`src/rtl/fadiag_defines.vh`:
```
`ifndef FADIAG_DEFINES_VH
`define FADIAG_DEFINES_VH
`define FAD_NCH 4
`define FAD_RETRY_MAX 5'h10
`define FAD_CLK_MHZ 40
`define FAD_T_AUTO_US 150
`define FAD_T_AUTO_CYC (`FAD_T_AUTO_US * `FAD_CLK_MHZ)
`define FAD_LED_OPENLOAD_PERIOD_US 1000
`define FAD_LED_OPENLOAD_PERIOD_CYC (`FAD_LED_OPENLOAD_PERIOD_US * `FAD_CLK_MHZ)
`define FAD_DUTY_FULL 7'h7f
`define FAD_SNS_TEMP 3'b001
`define FAD_SNS_CUR 3'b010
`define FAD_SNS_OFF 3'b100
`endif

```
`src/rtl/fadiag_top.v`:
```
// Behaviour
// - retry request per output on overcurrent, overheat or undervoltage
// - autoretry only acts while in fault mode
// - retry after one autoretry period, at most sixteen attempts per output
// - retry counters cleared on mode change or retry-disable toggle
// - each retry restores default inrush overcurrent profile before turn-on
// - short to supply latches short and off open-load flags, fault pin live
// - short detect disable bit suppresses short detection
// - off open-load latched while off, cleared by read once gone
// - off open-load disable bit suppresses off open-load detection
// - led select bit picks led or bulb on-state threshold
// - on-state open load sets flag only, output and fault pin untouched
// - led mode samples once per period, fully on, on for one period
// - on-state flag held until condition gone and status read
// - on open-load disable bit suppresses on-state detection
// - sense output routes current copy of chosen output or temperature
// - current copy only during on time, never in fail-safe
// - temperature prewarning latched in normal mode, cleared by read
// - supply clamp cancels protective turn-off and forces all outputs on
// - logic supply loss or enabled failure resets all configuration
// - without logic supply direct inputs drive outputs, config read as zero
// - battery loss with wake high keeps config, reports undervoltage
// - both supplies below power-on level clear registers and faults
// - latched protection bits cleared after a status read
`timescale 1ns/1ps
`include "fadiag_defines.vh"

module fadiag_top #(
  parameter T_AUTO_CYC = `FAD_T_AUTO_CYC,
  parameter LED_OPENLOAD_PERIOD_CYC = `FAD_LED_OPENLOAD_PERIOD_CYC
) (
  // clock and reset
  input wire clk_sys,
  input wire rst,
  input wire clk_en,
  // supplies and modes
  input wire logic_supply_ok,
  input wire logic_supply_fail,
  input wire supply_fail_enable,
  input wire battery_ok,
  input wire wake_reset_pin,
  input wire por_both_low,
  input wire fail_safe_mode,
  input wire clamp_active,
  // per-output commands and analog comparators
  input wire [3:0] output_command,
  input wire [3:0] direct_inputs,
  input wire [27:0] duty_fields,
  input wire [3:0] overcurrent_det,
  input wire [3:0] overtemp_det,
  input wire [3:0] gate_low,
  input wire [3:0] short_det,
  input wire [3:0] off_openload_det,
  input wire [3:0] on_low_current_bulb,
  input wire [3:0] on_low_current_led,
  input wire temp_warning_det,
  // configuration writes
  input wire cfg_write,
  input wire [3:0] cfg_retry_disable,
  input wire [3:0] cfg_short_detect_disable,
  input wire [3:0] cfg_off_openload_disable,
  input wire [3:0] cfg_on_openload_disable,
  input wire [3:0] cfg_led_threshold_select,
  input wire [3:0] cfg_sense_ratio_select,
  input wire cfg_temp_enable,
  input wire cfg_sense_enable,
  input wire [1:0] cfg_sense_output_select,
  // status read strobe
  input wire status_read,
  // outputs
  output reg [3:0] switch_outputs,
  output wire fault_status_pin_n,
  output reg [3:0] overcurrent_fault,
  output reg [3:0] overtemp_fault,
  output reg undervoltage_fault,
  output reg [3:0] short_to_supply_flag,
  output reg [3:0] off_open_load_flag,
  output reg [3:0] on_load_missing_flag,
  output reg temp_prewarning_flag,
  output reg [3:0] default_inrush_profile,
  output reg [3:0] retry_exhausted,
  output reg [2:0] sense_route,
  output reg [1:0] sense_channel,
  output reg sense_ratio_high
);

  localparam [1:0] ST_IDLE = 2'b01;
  localparam [1:0] ST_WAIT = 2'b10;
  // last cycle of each period, cut to the timer width
  localparam integer AUTO_LAST_I = T_AUTO_CYC - 1;
  localparam integer LED_THRESHOLD_SELECT_LAST_I = LED_OPENLOAD_PERIOD_CYC - 1;
  localparam [22:0] AUTO_LAST = AUTO_LAST_I[22:0];
  localparam [22:0] LED_THRESHOLD_SELECT_LAST = LED_THRESHOLD_SELECT_LAST_I[22:0];

  //////////////////////////////////////////////////////////////////////////
  // configuration
  reg [3:0] retry_dis_reg;
  reg [3:0] short_dis_reg;
  reg [3:0] offol_dis_reg;
  reg [3:0] onol_dis_reg;
  reg [3:0] led_sel_reg;
  reg [3:0] ratio_reg;
  reg temp_en_reg;
  reg sense_en_reg;
  reg [1:0] sense_sel_reg;
  reg fail_safe_reg;
  reg [3:0] cmd_reg;
  wire cfg_wipe = !logic_supply_ok || por_both_low ||
    (logic_supply_fail && supply_fail_enable);
  wire [3:0] retry_dis_toggle = cfg_write ?
    (retry_dis_reg ^ cfg_retry_disable) : 4'h0;
  wire mode_change = fail_safe_reg ^ fail_safe_mode;
  wire [3:0] cmd_now = logic_supply_ok ? output_command :
    direct_inputs;
  wire [3:0] cmd_rise = cmd_now & ~cmd_reg;
  wire [3:0] cmd_fall = ~cmd_now & cmd_reg;
  wire uv_now = !battery_ok;
  wire fault_mode = |(overcurrent_fault | overtemp_fault) ||
    undervoltage_fault;

  // configuration registers, wiped on logic supply loss

  always @(posedge clk_sys or posedge rst) begin
    if (rst) begin
      retry_dis_reg <= 4'h0;
      short_dis_reg <= 4'h0;
      offol_dis_reg <= 4'h0;
      onol_dis_reg <= 4'h0;
      led_sel_reg <= 4'h0;
      ratio_reg <= 4'h0;
      temp_en_reg <= 1'b0;
      sense_en_reg <= 1'b0;
      sense_sel_reg <= 2'h0;
      fail_safe_reg <= 1'b0;
      cmd_reg <= 4'h0;
    end else if (clk_en) begin
      fail_safe_reg <= fail_safe_mode;
      cmd_reg <= cmd_now;
      if (cfg_wipe) begin
        retry_dis_reg <= 4'h0;
        short_dis_reg <= 4'h0;
        offol_dis_reg <= 4'h0;
        onol_dis_reg <= 4'h0;
        led_sel_reg <= 4'h0;
        ratio_reg <= 4'h0;
        temp_en_reg <= 1'b0;
        sense_en_reg <= 1'b0;
        sense_sel_reg <= 2'h0;
      end else if (cfg_write) begin
        retry_dis_reg <= cfg_retry_disable;
        short_dis_reg <= cfg_short_detect_disable;
        offol_dis_reg <= cfg_off_openload_disable;
        onol_dis_reg <= cfg_on_openload_disable;
        led_sel_reg <= cfg_led_threshold_select;
        ratio_reg <= cfg_sense_ratio_select;
        temp_en_reg <= cfg_temp_enable;
        sense_en_reg <= cfg_sense_enable;
        sense_sel_reg <= cfg_sense_output_select;
      end
    end
  end

  //////////////////////////////////////////////////////////////////////////
  // protection faults and autoretry, per output
  wire fault_wipe = por_both_low ||
    (logic_supply_fail && supply_fail_enable && battery_ok);
  reg [1:0] rstate [0:3];
  reg [22:0] rtimer [0:3];
  reg [4:0] rcount [0:3];
  reg [3:0] retry_pulse;
  reg [3:0] latched_off;
  reg [3:0] led_threshold_select_ok;
  reg [22:0] on_timer [0:3];
  reg [22:0] led_threshold_select_timer;
  wire led_threshold_select_tick = (led_threshold_select_timer == LED_THRESHOLD_SELECT_LAST);
  wire [3:0] retry_req = overcurrent_fault | overtemp_fault |
    {4{undervoltage_fault}};
  integer i;

  // free-running led open-load sampling period

  always @(posedge clk_sys or posedge rst) begin
    if (rst) begin
      led_threshold_select_timer <= 23'h00_0000;
    end else if (clk_en) begin
      led_threshold_select_timer <= led_threshold_select_tick ? 23'h00_0000 : led_threshold_select_timer + 23'h00_0001;
    end
  end

  // per-output fault latches and retry state

  always @(posedge clk_sys or posedge rst) begin
    if (rst) begin
      for (i = 0; i < 4; i = i + 1) begin
        rstate[i] <= ST_IDLE;
        rtimer[i] <= 23'h00_0000;
        rcount[i] <= 5'h00;
        on_timer[i] <= 23'h00_0000;
      end
      overcurrent_fault <= 4'h0;
      overtemp_fault <= 4'h0;
      undervoltage_fault <= 1'b0;
      latched_off <= 4'h0;
      retry_pulse <= 4'h0;
      default_inrush_profile <= 4'h0;
      retry_exhausted <= 4'h0;
      short_to_supply_flag <= 4'h0;
      off_open_load_flag <= 4'h0;
      on_load_missing_flag <= 4'h0;
      temp_prewarning_flag <= 1'b0;
      led_threshold_select_ok <= 4'h0;
    end else if (clk_en) begin
      if (fault_wipe) begin
        overcurrent_fault <= 4'h0;
        overtemp_fault <= 4'h0;
        undervoltage_fault <= 1'b0;
        short_to_supply_flag <= 4'h0;
        off_open_load_flag <= 4'h0;
        on_load_missing_flag <= 4'h0;
        temp_prewarning_flag <= 1'b0;
        latched_off <= 4'h0;
      end else begin
        // set wins over read clear
        if (uv_now)
          undervoltage_fault <= 1'b1;
        else if (status_read)
          undervoltage_fault <= 1'b0;
        if (!fail_safe_mode && temp_warning_det)
          temp_prewarning_flag <= 1'b1;
        else if (status_read)
          temp_prewarning_flag <= 1'b0;
        for (i = 0; i < 4; i = i + 1) begin
          if (overcurrent_det[i] && switch_outputs[i])
            overcurrent_fault[i] <= 1'b1;
          else if (status_read)
            overcurrent_fault[i] <= 1'b0;
          if (overtemp_det[i])
            overtemp_fault[i] <= 1'b1;
          else if (status_read)
            overtemp_fault[i] <= 1'b0;
          if ((overcurrent_det[i] && switch_outputs[i]) ||
              (overtemp_det[i] && cmd_now[i]) || (uv_now && cmd_now[i]))
            latched_off[i] <= 1'b1;
          else if (cmd_fall[i] || retry_pulse[i])
            latched_off[i] <= 1'b0;
          if (!cmd_now[i] && gate_low[i] && short_det[i] &&
              !short_dis_reg[i]) begin
            short_to_supply_flag[i] <= 1'b1;
            off_open_load_flag[i] <= 1'b1;
          end else begin
            if (status_read)
              short_to_supply_flag[i] <= 1'b0;
            if (!cmd_now[i] && gate_low[i] && off_openload_det[i] &&
                !offol_dis_reg[i])
              off_open_load_flag[i] <= 1'b1;
            else if (status_read)
              off_open_load_flag[i] <= 1'b0;
          end
          // on-state open load: bulb is continuous, led is periodic
          on_timer[i] <= !switch_outputs[i] ? 23'h00_0000 :
            (on_timer[i] == LED_THRESHOLD_SELECT_LAST) ? on_timer[i] :
            on_timer[i] + 23'h00_0001;
          led_threshold_select_ok[i] <= switch_outputs[i] &&
            (duty_fields[i*7 +: 7] == `FAD_DUTY_FULL) &&
            (on_timer[i] == LED_THRESHOLD_SELECT_LAST);
          if (switch_outputs[i] && !onol_dis_reg[i] && (led_sel_reg[i] ?
              (led_threshold_select_tick && led_threshold_select_ok[i] && on_low_current_led[i]) :
              on_low_current_bulb[i]))
            on_load_missing_flag[i] <= 1'b1;
          else if (status_read)
            on_load_missing_flag[i] <= 1'b0;
          // autoretry
          retry_pulse[i] <= 1'b0;
          default_inrush_profile[i] <= cmd_rise[i];
          if (mode_change || retry_dis_toggle[i]) begin
            rcount[i] <= 5'h00;
            retry_exhausted[i] <= 1'b0;
            rstate[i] <= ST_IDLE;
          end else begin
            case (rstate[i])
              ST_IDLE: begin
                rtimer[i] <= 23'h00_0000;
                // skip the edge where latched_off has not yet cleared
                if (fault_mode && retry_req[i] && latched_off[i] &&
                    !retry_pulse[i] && !retry_dis_reg[i] && cmd_now[i] &&
                    (rcount[i] != `FAD_RETRY_MAX))
                  rstate[i] <= ST_WAIT;
                retry_exhausted[i] <= (rcount[i] == `FAD_RETRY_MAX);
              end
              ST_WAIT: begin
                rtimer[i] <= rtimer[i] + 23'h00_0001;
                if (!cmd_now[i] || !fault_mode)
                  rstate[i] <= ST_IDLE;
                else if (rtimer[i] == AUTO_LAST) begin
                  retry_pulse[i] <= 1'b1;
                  default_inrush_profile[i] <= 1'b1;
                  rcount[i] <= rcount[i] + 5'h01;
                  rstate[i] <= ST_IDLE;
                end
              end
              default: rstate[i] <= ST_IDLE;
            endcase
          end
        end
      end
    end
  end

  //////////////////////////////////////////////////////////////////////////
  // outputs, fault pin and sense routing
  wire [3:0] live_off_fault = ~cmd_now & (overtemp_det |
    (short_det & ~short_dis_reg));
  assign fault_status_pin_n = !(|latched_off || |live_off_fault || uv_now);

  // switch drive and sense routing

  always @(posedge clk_sys or posedge rst) begin
    if (rst) begin
      switch_outputs <= 4'h0;
      sense_route <= `FAD_SNS_OFF;
      sense_channel <= 2'h0;
      sense_ratio_high <= 1'b0;
    end else if (clk_en) begin
      if (clamp_active)
        switch_outputs <= 4'hf;
      else
        switch_outputs <= cmd_now & ~latched_off & ~retry_pulse &
          {4{battery_ok}};
      sense_channel <= sense_sel_reg;
      sense_ratio_high <= ratio_reg[sense_sel_reg];
      if (temp_en_reg)
        sense_route <= `FAD_SNS_TEMP;
      else if (sense_en_reg && !fail_safe_mode &&
               switch_outputs[sense_sel_reg])
        sense_route <= `FAD_SNS_CUR;
      else
        sense_route <= `FAD_SNS_OFF;
    end
  end

endmodule // fadiag_top

```
`config.mk`:
```
export PLATFORM = sky130hd
export DESIGN_NAME = fadiag_top
export DESIGN_NICKNAME = d
export VERILOG_FILES = /design/src/rtl/fadiag_top.v
export VERILOG_INCLUDE_DIRS = /design/src /design/src/rtl
export SDC_FILE = /design/constraint.sdc
export NUM_CORES = 1
export LEC_CHECK = 0
export BUFFER_PORTS_ARGS = -buffer_cell sky130_fd_sc_hd__buf_2
export CAP_MARGIN = 10
export CORE_ASPECT_RATIO = 0.8
export CORE_MARGIN = 2
export CORE_UTILIZATION = 40
export DETAILED_ROUTE_END_ITERATION = 16
export PLACE_DENSITY = 0.71
export SLEW_MARGIN = 30
export SYNTH_ARGS = -nofsm -noshare
export SYNTH_HDL_FRONTEND = slang
export SYNTH_SLANG_ARGS = --single-unit
```
`constraint.sdc`:
```
create_clock -name clk_sys -period 9.8 [get_ports clk_sys]
set_clock_uncertainty 0.05 [all_clocks]
set_input_delay 0.49 -clock clk_sys [delete_from_list [all_inputs] [get_ports clk_sys]]
set_output_delay 0.49 -clock clk_sys [all_outputs]
set_load 0.02 [all_outputs]
```
==> results of run 1 <==
==> layer usage <==
| metal | up-vias | GRT usage, % | share of wire [%] |
|---|---|---|---|
| met2 | 498 | 33.0 | 46 |
| met5 | - | 0 | 0.019 |
| met4 | 2 | 5.77 | 2.3 |
| met1 | 7713 | 27.9 | 44 |
| li1 | 7452 | - | - |
| met3 | 73 | 4.52 | 7.2 |
==> path summary, 6_finish.rpt <==
path | from | endpoint | slack (ps) | cells past startpoint
worst min-delay path | cfg_temp_enable | temp_en_reg$_DFFE_PP0P_ | 140 | 3
max in group asynchronous | rst | sense_route[2]$_DFFE_PP1P_ | 7860 | 5
worst max-delay path | clk_en | on_timer[89]$_DFFE_PP0P_ | 6800 | 8
worst max register to register | fail_safe_reg$_DFFE_PP0P_ | rtimer[20]$_DFFE_PP0P_ | 6850 | 5
worst min register to register | onol_dis_reg[3]$_DFFE_PP0P_ | on_load_missing_flag[3]$_DFFE_PP0P_ | 410 | 1
min in group asynchronous | rst | on_timer[60]$_DFFE_PP0P_ | 510 | 3
==> cells by family (layout without fill, tap and decap cells) <==
| family | count (synthesis) | count (layout) | share of synthesized area [%] |
|---|---|---|---|
| buffers and inverters | 159 | 287 | 3.68 |
| XOR/XNOR | 54 | 54 | 2.74 |
| other | 0 | 1 | 0 |
| AO/OA/AOI/OAI | 477 | 477 | 17.9 |
| flip-flops | 320 | 320 | 45.7 |
| adder cells (fa/ha/maj) | 25 | 25 | 1.78 |
| AND/OR/NAND/NOR | 898 | 898 | 27.0 |
| multiplexers | 18 | 18 | 1.16 |
==> layout by cell type (no fill, tap or decap), types with 7 or more instances in the layout <==
cell / netlist / final
buf_4: 4 / 10
nand2_1: 273 / 272
nor2_1: 106 / 105
mux2_2: 8 / 8
or4_1: 40 / 40
or2_2: 11 / 11
a32o_1: 7 / 7
a31oi_1: 22 / 22
ha_1: 25 / 25
a21oi_1: 83 / 83
o211ai_1: 10 / 10
and4_1: 20 / 20
or3_1: 32 / 32
and3_1: 44 / 44
nor4b_1: 9 / 9
nand2b_1: 17 / 17
nand3b_1: 17 / 17
a211oi_1: 9 / 8
nor2b_1: 16 / 16
o2bb2ai_1: 8 / 8
o41ai_1: 16 / 16
clkbuf_16: 0 / 35
xor2_1: 17 / 17
and2_1: 23 / 23
a22o_1: 23 / 23
a21o_1: 17 / 16
o22ai_1: 7 / 7
inv_1: 68 / 67
o221ai_1: 17 / 17
o21ai_0: 163 / 163
mux2i_1: 9 / 9
dfrtp_1: 315 / 315
nand4_1: 60 / 60
buf_2: 13 / 145
o31ai_1: 48 / 48
nand3_1: 120 / 120
xnor2_1: 36 / 36
nor3_1: 38 / 38
nor4_1: 45 / 43
==> final cells by class <==
cell class	instances	area, µm²
clock inverters	14	228
repair buffers	159	870
flip-flops and latches	320	8010
multi-input cells	1472	8920
well taps	560	701
inverters	69	267
fillers	4024	23300
clock buffers	45	963
diodes	1	2.50
==> metrics by stage <==
stage / instance area (µm²) / hold slack (ps) / worst slack [ps] / power (mW) / util, %
floorplan: 17500 / 380 / 412 / 1.88 / -
global placement: 18700 / 388 / 6380 / 2.02 / 43.3
detailed placement: 18700 / 403 / 6290 / 2.05 / 43.3
CTS: 19900 / 130 / 6840 / 3.46 / 46.1
global route: 20000 / 145 / 6600 / 3.60 / 46.2
finish: 20000 / 142 / 6800 / 3.44 / 46.2
==> power by group through the flow <==
stage	Clock, mW	Combinational [mW]	Sequential [mW]
final	1.40	0.486	1.55
after floorplan	0	0.338	1.55
after CTS	1.43	0.486	1.54
after detailed placement	0	0.484	1.57
after global placement	0	0.463	1.56
after global routing	1.48	0.550	1.57
==> worst min-delay path, stage by stage <==
cell and delay (ps):
buf_2 100, nand2_1 40, o21ai_0 60
==> key figures, run 1 <==
Run status
  • Status: finished clean

Setup path
  • CP startpoint kind: input pin
  • WS Path Type: in2reg
  • Slowest cell delay on critical path: 580 ps
  • Crit Path Max Fanout: 46
  • CP endpoint kind: flop
  • Arrival time worst endpoint: 3390 ps
  • CP required: 10,190 ps
  • CP bufs+invs: 3
  • Slowest CP cell: or4_1
  • CP dominant cell by count: buf_4
  • Sequence of cells on the critical path: buf_2 > buf_4 > and2b_1 > nand2_2 > buf_4 > a21o_2 > or4_1 > a21oi_1
  • CP top delay family: simple AND/OR/NAND/NOR gates

Global route
  • First-pass GRT wire length: 77,000 µm
  • Pin count of the biggest net entering global routing: 174
  • Number of global-route vias before repair: 14,900
  • Initial antenna violation count: 3
  • Total GRT Usage: 20.5%
  • GRT overflow: 0

Logic synthesis
  • Async set-reset flop share out of synthesis: 100%
  • Post-synthesis cell count: 1,951
  • Synth area leader: dfrtp_1
  • #FFs+latches synth: 320
  • Top-count cell post-synth: dfrtp_1
  • Area share of the largest cell type after synthesis: 45.0%
  • Synth cell count leaders: dfrtp_1, nand2_1, o21ai_0
  • Seq/Total Area, Yosys: 45.7%
  • EDFF count, synth: 0
  • Avg Synthesized Cell Area: 8.99 µm²
  • Mapped Nets: 2,082
  • Synth Flop Type: dfrtp_1
  • Synth area leaders: dfrtp_1, nand2_1, o21ai_0, nand3_1, a21oi_1
  • Synth unique cells: 80
  • Yosys warning count: 0
  • Synthesized area: 17,500 µm²

Routing
  • Initial DRC Count: 1,415
  • Via count: 15,700
  • Antenna-violating nets left: 0
  • Final wirelength: 46,900 µm
  • Initial DRT Pass Iterations: 5
  • Vias/cell: 5.96
  • # DRC: 0
  • Wire per inst: 17.8 µm

Clock tree
  • Clock Path Buffers: 3
  • Post-CTS Resized: 0
  • CTS tree: done
  • Clk pin slew, worst setup/hold paths: 60 ps
  • Number of clock sinks: 320
  • CTS Buf Count: 34
  • Htree depth: 2
  • Root buf cell: clkbuf_16
  • Hold_buf cts: 1
  • Insertion delay to the later sink of the worst-skew pair: 530 ps
  • # Post-CTS Setup Buffers: 0

Placed design
  • PortBufs: 145
  • Gpl congestion: 0.846
  • Placed cells: 2,578
  • Dpl hpwl: 32,100 µm

Floorplanning
  • # rows: 68
  • Top Ports: 147
  • Die area: 45,500 µm²
  • Chip Width: 238 µm
  • Initial core utilization: 40.6%
  • Die Ht: 191 µm
  • Core Footprint: 43,200 µm²

STA
  • RSZ-0062 raised after global routing: false
  • Slew @ Worst Pin: 991 ps
  • Final period demand of the worst path: 3000 ps
  • Max_slew headroom: 34.0%
  • Max Clk Rate: 0.333 GHz
  • TNS Setup: 0 ps
  • Endpoints failing hold: 0
  • Final Cycle Share: 30.6%
  • # setup viols final: 0
  • Final slew viol count: 0

Pwr
  • Clock power share: 40.8%
  • Leak pwr: 8.63 nW
  • Comb pwr share: 14.1%
  • Reg power frac: 45.0%
  • Internal Power: 2.45 mW
  • Max VDD drop: 135 µV
  • Cell area power density: 172 nW/µm²
  • Switching pwr: 985 µW
  • Sw Share: 28.7%

Job
  • Max-cap viol count: 0

Final layout
  • Final Non-Filler Cells: 2,640
  • Final #Nets: 2,187
  • Area growth syn-to-layout: 13.9%
  • Top Registers: on_timer: 92 flops, rtimer: 92 flops, led_threshold_select_timer: 23 flops
  • Layout cells sized above 1: 12.8%

Min path
  • Worst min-delay path class: in2reg
Note: power is estimated with default switching activity, not from simulation.
==> run 2, diff against run 1 <==
--- a/config.mk
+++ b/config.mk
@@ -12,7 +12,7 @@
 export CORE_MARGIN = 2
 export CORE_UTILIZATION = 40
 export DETAILED_ROUTE_END_ITERATION = 16
-export PLACE_DENSITY = 0.71
+export PLACE_DENSITY = 0.69
 export SLEW_MARGIN = 30
 export SYNTH_ARGS = -nofsm -noshare
 export SYNTH_HDL_FRONTEND = slang
==> constraint.sdc (replaced) <==
create_clock -name clk_sys -period 3.1 [get_ports clk_sys]
set_clock_uncertainty 0.05 [all_clocks]
set_input_delay 0.155 -clock clk_sys [delete_from_list [all_inputs] [get_ports clk_sys]]
set_output_delay 0.155 -clock clk_sys [all_outputs]
set_load 0.02 [all_outputs]
==> run 2 against run 1 <==
  * Routed wire length grew 2.6%
  * Clock power grew to 2.9 times the previous value
  * Core utilization grew 1.8 points
  * Cell count grew 3.6%
  * Sequential cell count is the same
  * Sequential share of layout area shrank 1.5 points
  * Global-route usage grew 0.45 points
  * Non-clock buffer count grew 96
  * Critical endpoint is now led_threshold_select_ok[3]$_DFFE_PP0P_
  * Largest cell class unchanged
==> key figures, run 2 (synthesis gave the netlist of run 1 again) <==
Run status
  • Status: finished clean

Routing
  • Via count: 16,000
  • Antenna-violating nets left: 0
  • Wire per inst: 17.6 µm
  • Final wirelength: 48,100 µm
  • # DRC: 0
  • Vias/cell: 5.86
  • Initial DRC Count: 1,275
  • Initial DRT Pass Iterations: 5

Final layout
  • Top Registers: on_timer: 92 flops, rtimer: 92 flops, led_threshold_select_timer: 23 flops
  • Final #Nets: 2,283
  • Most frequent cells in the layout: dfrtp_1, nand2_1, o21ai_0, buf_2, nand3_1
  • Layout cells sized above 1: 14.0%
  • Leading cell type in the layout, fill and taps excluded: dfrtp_1
  • Design area: 20,700 µm²
  • Core Util, Final: 48.0%
  • Area growth syn-to-layout: 18.3%

Global route
  • Number of global-route vias before repair: 15,200
  • Initial antenna violation count: 1
  • GRT overflow: 0
  • First-pass GRT wire length: 78,200 µm
  • Total GRT Usage: 21.0%
  • Pin count of the biggest net entering global routing: 62

Floorplanning
  • Chip Width: 238 µm
  • # rows: 68
  • Top Ports: 147
  • Die area: 45,500 µm²
  • Core Footprint: 43,200 µm²
  • Initial core utilization: 40.6%
  • Die Ht: 191 µm

Setup path
  • Slowest cell delay on critical path: 590 ps
  • CP required: 3510 ps
  • Reg2Reg Depth: 6
  • Sequence of cells on the critical path: or4_1 > nor4b_2 > nand4_2 > or4_1 > dlygate4sd3_1 > nand2_1
  • Crit. path cell count: 6
  • WS Path Type: reg2reg
  • Arrival time worst endpoint: 3370 ps
  • CP startpoint kind: flop
  • CP top delay family: simple AND/OR/NAND/NOR gates
  • CP endpoint kind: flop
  • CP dominant cell by count: or4_1
  • Slowest CP cell: or4_1
  • Crit Path Max Fanout: 7
  • CP bufs+invs: 1

Clock tree
  • Root buf cell: clkbuf_16
  • CTS Buf Count: 34
  • Clock Path Buffers: 3
  • Clk pin slew, worst setup/hold paths: 60 ps
  • Number of clock sinks: 320
  • Insertion delay to the later sink of the worst-skew pair: 530 ps
  • CTS tree: done
  • Htree depth: 2

Placed design
  • Dpl hpwl: 33,500 µm
  • PortBufs: 145
  • Gpl congestion: 0.874
  • Dpl cell area: 19,100 µm²

STA
  • Endpoints failing hold: 0
  • Final slew viol count: 0
  • Max_slew headroom: 39.8%
  • Final period demand of the worst path: 2970 ps
  • Final Cycle Share: 95.7%
  • Max Clk Rate: 0.337 GHz
  • TNS Setup: 0 ps
  • Slew @ Worst Pin: 899 ps
  • Worst hold slack: 21.5 ps
  • # setup viols final: 0

Pwr
  • Total chip power: 10.6 mW
  • Leak pwr: 9.02 nW
  • Max VDD drop: 350 µV
  • Cell area power density: 511 nW/µm²

Job
  • Max-cap viol count: 0

Min path
  • Hold path cells: 4
  • Worst min-delay path class: in2reg
run 2: cell count changes in the layout (fill, tap and decap cells not counted), moves of 2 or more:
cell | before | now
buf_12 | 1 | 6
buf_4 | 10 | 48
bufinv_16 | 6 | 2
clkinv_2 | 6 | 8
clkinvlp_4 | 0 | 3
dlygate4sd3_1 | 1 | 56
nor3_2 | 0 | 2
nor4_1 | 43 | 45
nor4_2 | 3 | 1
run 2: worst paths after layout:
kind,startpoint,endpoint,slack (ps)
max reg2reg,on_timer[7]$_DFFE_PP0P_,led_threshold_select_ok[3]$_DFFE_PP0P_,130
min in group asynchronous,rst,on_timer[53]$_DFFE_PP0P_,270
min reg2reg,onol_dis_reg[0]$_DFFE_PP0P_,on_load_missing_flag[0]$_DFFE_PP0P_,410
max in group asynchronous,rst,rtimer[39]$_DFFE_PP0P_,1780
max,on_timer[7]$_DFFE_PP0P_,led_threshold_select_ok[3]$_DFFE_PP0P_,130
min,on_low_current_bulb[1],on_load_missing_flag[1]$_DFFE_PP0P_,20
run 2: per-layer routing:
metal	global-route usage (%)	vias to the layer above	share of wire [%]	wire, µm
met2	32.6	501	45	21700
li1	-	7632	-	-
met5	0	-	0	0
met1	28.9	7819	45	21600
met4	7.57	0	2.9	1370
met3	4.51	84	7.1	3430
run 2: tightest hold or removal path, stage by stage:
cell and delay [ps]:
buf_2 110, nor2b_1 120, a21oi_1 110, o41ai_1 70
run 2: per-stage QoR:
stage,setup slack (ps),instances
after floorplan,-1370,1951
after global placement,507,2618
after detailed placement,473,2618
after CTS,144,2733
after global routing,-3.00,2736
final,132,2736
run 2: what timing repair did:
action	4_1_cts	5_1_grt
endpoints found under the hold margin	80	0
setup endpoints to repair	0	1
hold buffers	56	0
buffers inserted	0	2
resized for setup	0	1
run 2: final cells by class:
class / count / area [µm²]
Inverter: 69 / 263
Timing Repair Buffer: 255 / 1770
Fill cell: 4012 / 22500
Clock inverter: 14 / 133
Antenna cell: 1 / 2.50
Tap cell: 560 / 701
Sequential cell: 320 / 8010
Multi-Input combinational cell: 1472 / 8900
Clock buffer: 45 / 953
run 2: power breakdown:
group          total [mW]  leakage, nW  internal, mW  switching, mW
Clock                4.06        0.536          2.34           1.72
Sequential           4.89         4.20          4.50          0.391
Combinational        1.64         4.29         0.647          0.995
Total                10.6         9.02          7.49           3.10
==> run 3, diff against run 2 <==
--- a/config.mk
+++ b/config.mk
@@ -11,6 +11,7 @@
 export CORE_ASPECT_RATIO = 0.8
 export CORE_MARGIN = 2
 export CORE_UTILIZATION = 40
+export CTS_BUF_LIST = sky130_fd_sc_hd__clkbuf_4 sky130_fd_sc_hd__clkbuf_8
 export DETAILED_ROUTE_END_ITERATION = 16
 export PLACE_DENSITY = 0.69
 export SLEW_MARGIN = 30
==> run 3 against run 2 <==
  * Combinational power about the same
  * Global-route usage grew 0.32 points
  * Die area did not move
  * First-iteration DRC count up 3.1%
  * Critical path depth did not move
  * Via count is 1.2% higher
  * Maximum frequency rose by 1.1%
  * Critical endpoint unchanged
  * Largest cell class unchanged
==> key figures, run 3 (synthesis gave the netlist of run 1 again) <==
Floorplanning
  • Die area: 45,500 µm²
  • Core Footprint: 43,200 µm²
  • Chip Width: 238 µm
  • Initial core utilization: 40.6%
  • Die Ht: 191 µm
  • Top Ports: 147
  • # rows: 68

Job
  • Max-cap viol count: 0

Final layout
  • Core Util, Final: 48.5%
  • Final #Nets: 2,321
  • Area growth syn-to-layout: 19.7%
  • Register area: 8010 µm²
  • Area of the multi-input gates: 8900 µm²
  • Leading cell type in the layout, fill and taps excluded: dfrtp_1
  • Layout cells sized above 1: 15.5%
  • Design area: 21,000 µm²
  • Top Registers: on_timer: 92 flops, rtimer: 92 flops, led_threshold_select_timer: 23 flops
  • Fill cells: 4,013
  • # diodes: 0
  • Most frequent cells in the layout: dfrtp_1, nand2_1, o21ai_0, buf_2, nand3_1

Pwr
  • Max VDD drop: 323 µV
  • Switching pwr: 3.18 mW
  • Leak pwr: 9.17 nW
  • Total chip power: 10.6 mW
  • Internal Power: 7.42 mW
  • Comb pwr share: 15.8%
  • Cell area power density: 505 nW/µm²
  • Sw Share: 30.0%
  • Reg power frac: 46.2%
  • Clock power share: 38.0%

STA
  • Max_slew headroom: 41.5%
  • Max Clk Rate: 0.341 GHz
  • # setup viols final: 0
  • RSZ-0062 raised after global routing: false
  • Endpoints failing hold: 0
  • Final slew viol count: 0
  • Final Cycle Share: 94.7%
  • Slew @ Worst Pin: 871 ps
  • Worst hold slack: 85.7 ps
  • Final period demand of the worst path: 2940 ps

Global route
  • Total GRT Usage: 21.3%
  • Initial antenna violation count: 0
  • Pin count of the biggest net entering global routing: 62
  • First-pass GRT wire length: 79,700 µm
  • GRT overflow: 0
  • Number of global-route vias before repair: 15,700

Placed design
  • Dpl hpwl: 33,500 µm
  • Dpl cell area: 19,100 µm²
  • PortBufs: 145
  • Gpl congestion: 0.874

Setup path
  • CP required: 3600 ps
  • CP endpoint kind: flop
  • Crit Path Max Fanout: 7
  • WS Path Type: reg2reg
  • CP startpoint kind: flop
  • Arrival time worst endpoint: 3440 ps

Clock tree
  • Number of clock sinks: 320
  • CTS tree: done
  • Insertion delay to the later sink of the worst-skew pair: 620 ps
  • Clk pin slew, worst setup/hold paths: 60 ps
  • Htree depth: 2
  • Root buf cell: clkbuf_8
  • CTS Buf Count: 52
  • Clock Path Buffers: 3

Min path
  • Worst min-delay path class: in2reg

Routing
  • Final wirelength: 49,000 µm
  • # DRC: 0
  • Via count: 16,200
  • Antenna-violating nets left: 0
  • Initial DRT Pass Iterations: 9
  • Initial DRC Count: 1,315
  • Wire per inst: 17.6 µm
  • Vias/cell: 5.82

Run status
  • Status: finished clean
-- run 3: cell count changes in the layout (fill, tap and decap cells not counted), sizes merged --
cell         change
bufinv           +1
clkbuf          +32
clkinv           +1
clkinvlp         -1
diode            -1
dlygate4sd3     +20
inv              +1
-- run 3: layout make-up --
type                            instances  area share (%)
Clock inverter                         16           0.799
Timing Repair Buffer                  275            9.38
Inverter                               69            1.25
Sequential cell                       320            38.2
Multi-Input combinational cell       1472            42.4
Tap cell                              560            3.34
Clock buffer                           77            4.60
-- run 3: power by group through the flow --
| stage | clock [mW] | sequential, mW | combinational (mW) |
|---|---|---|---|
| after floorplan | 0 | 4.89 | 1.07 |
| after global placement | 0 | 4.94 | 1.53 |
| after detailed placement | 0 | 4.96 | 1.58 |
| after CTS | 4.13 | 4.88 | 1.66 |
| after global routing | 4.35 | 4.95 | 1.88 |
| final | 4.03 | 4.90 | 1.67 |
-- run 3: worst max-delay path, stage by stage, from the launching register on --
cell,delay [ps]
dfrtp_1,440
or4_1,580
nor4b_2,320
nand4_2,260
or4_1,570
dlygate4sd3_1,580
nand2_1,70
-- run 3: repair_timing --
item                                   4_1_cts  5_1_grt
gates resized for setup                      0        1
endpoints found under the hold margin       88        0
buffers inserted                             0        2
setup endpoints to repair                    0        1
hold buffers                                76        0
-- run 3: worst paths after layout --
check | startpoint | to | slack (ps) | cells past startpoint
setup / recovery | on_timer[7]$_DFFE_PP0P_ | led_threshold_select_ok[3]$_DFFE_PP0P_ | 160 | 6
hold / removal | por_both_low | off_open_load_flag[3]$_DFFE_PP0P_ | 90 | 5
setup reg to reg | on_timer[7]$_DFFE_PP0P_ | led_threshold_select_ok[3]$_DFFE_PP0P_ | 160 | 6
hold reg to reg | onol_dis_reg[3]$_DFFE_PP0P_ | on_load_missing_flag[3]$_DFFE_PP0P_ | 400 | 1
max in group asynchronous | rst | rtimer[35]$_DFFE_PP0P_ | 1870 | 5
min in group asynchronous | rst | retry_exhausted[0]$_DFFE_PP0P_ | 180 | 3
-- run 3: stage by stage --
step                setup TNS [ps]  worst slack, ps  std cells
finish                           0              163       2789
global route                     0             21.2       2789
CTS                              0              147       2787
detailed placement               0              473       2618
global placement                 0              507       2618
floorplan                  -431910            -1370       1951
-- run 3: per-layer routing --
layer  global-route usage, %  vias up  wire, µm
li1                        -     7717         -
met1                    29.0     7944     22100
met2                    33.3      482     22200
met3                    5.00       82      3400
met4                    7.48        0      1320
met5                       0        -         0
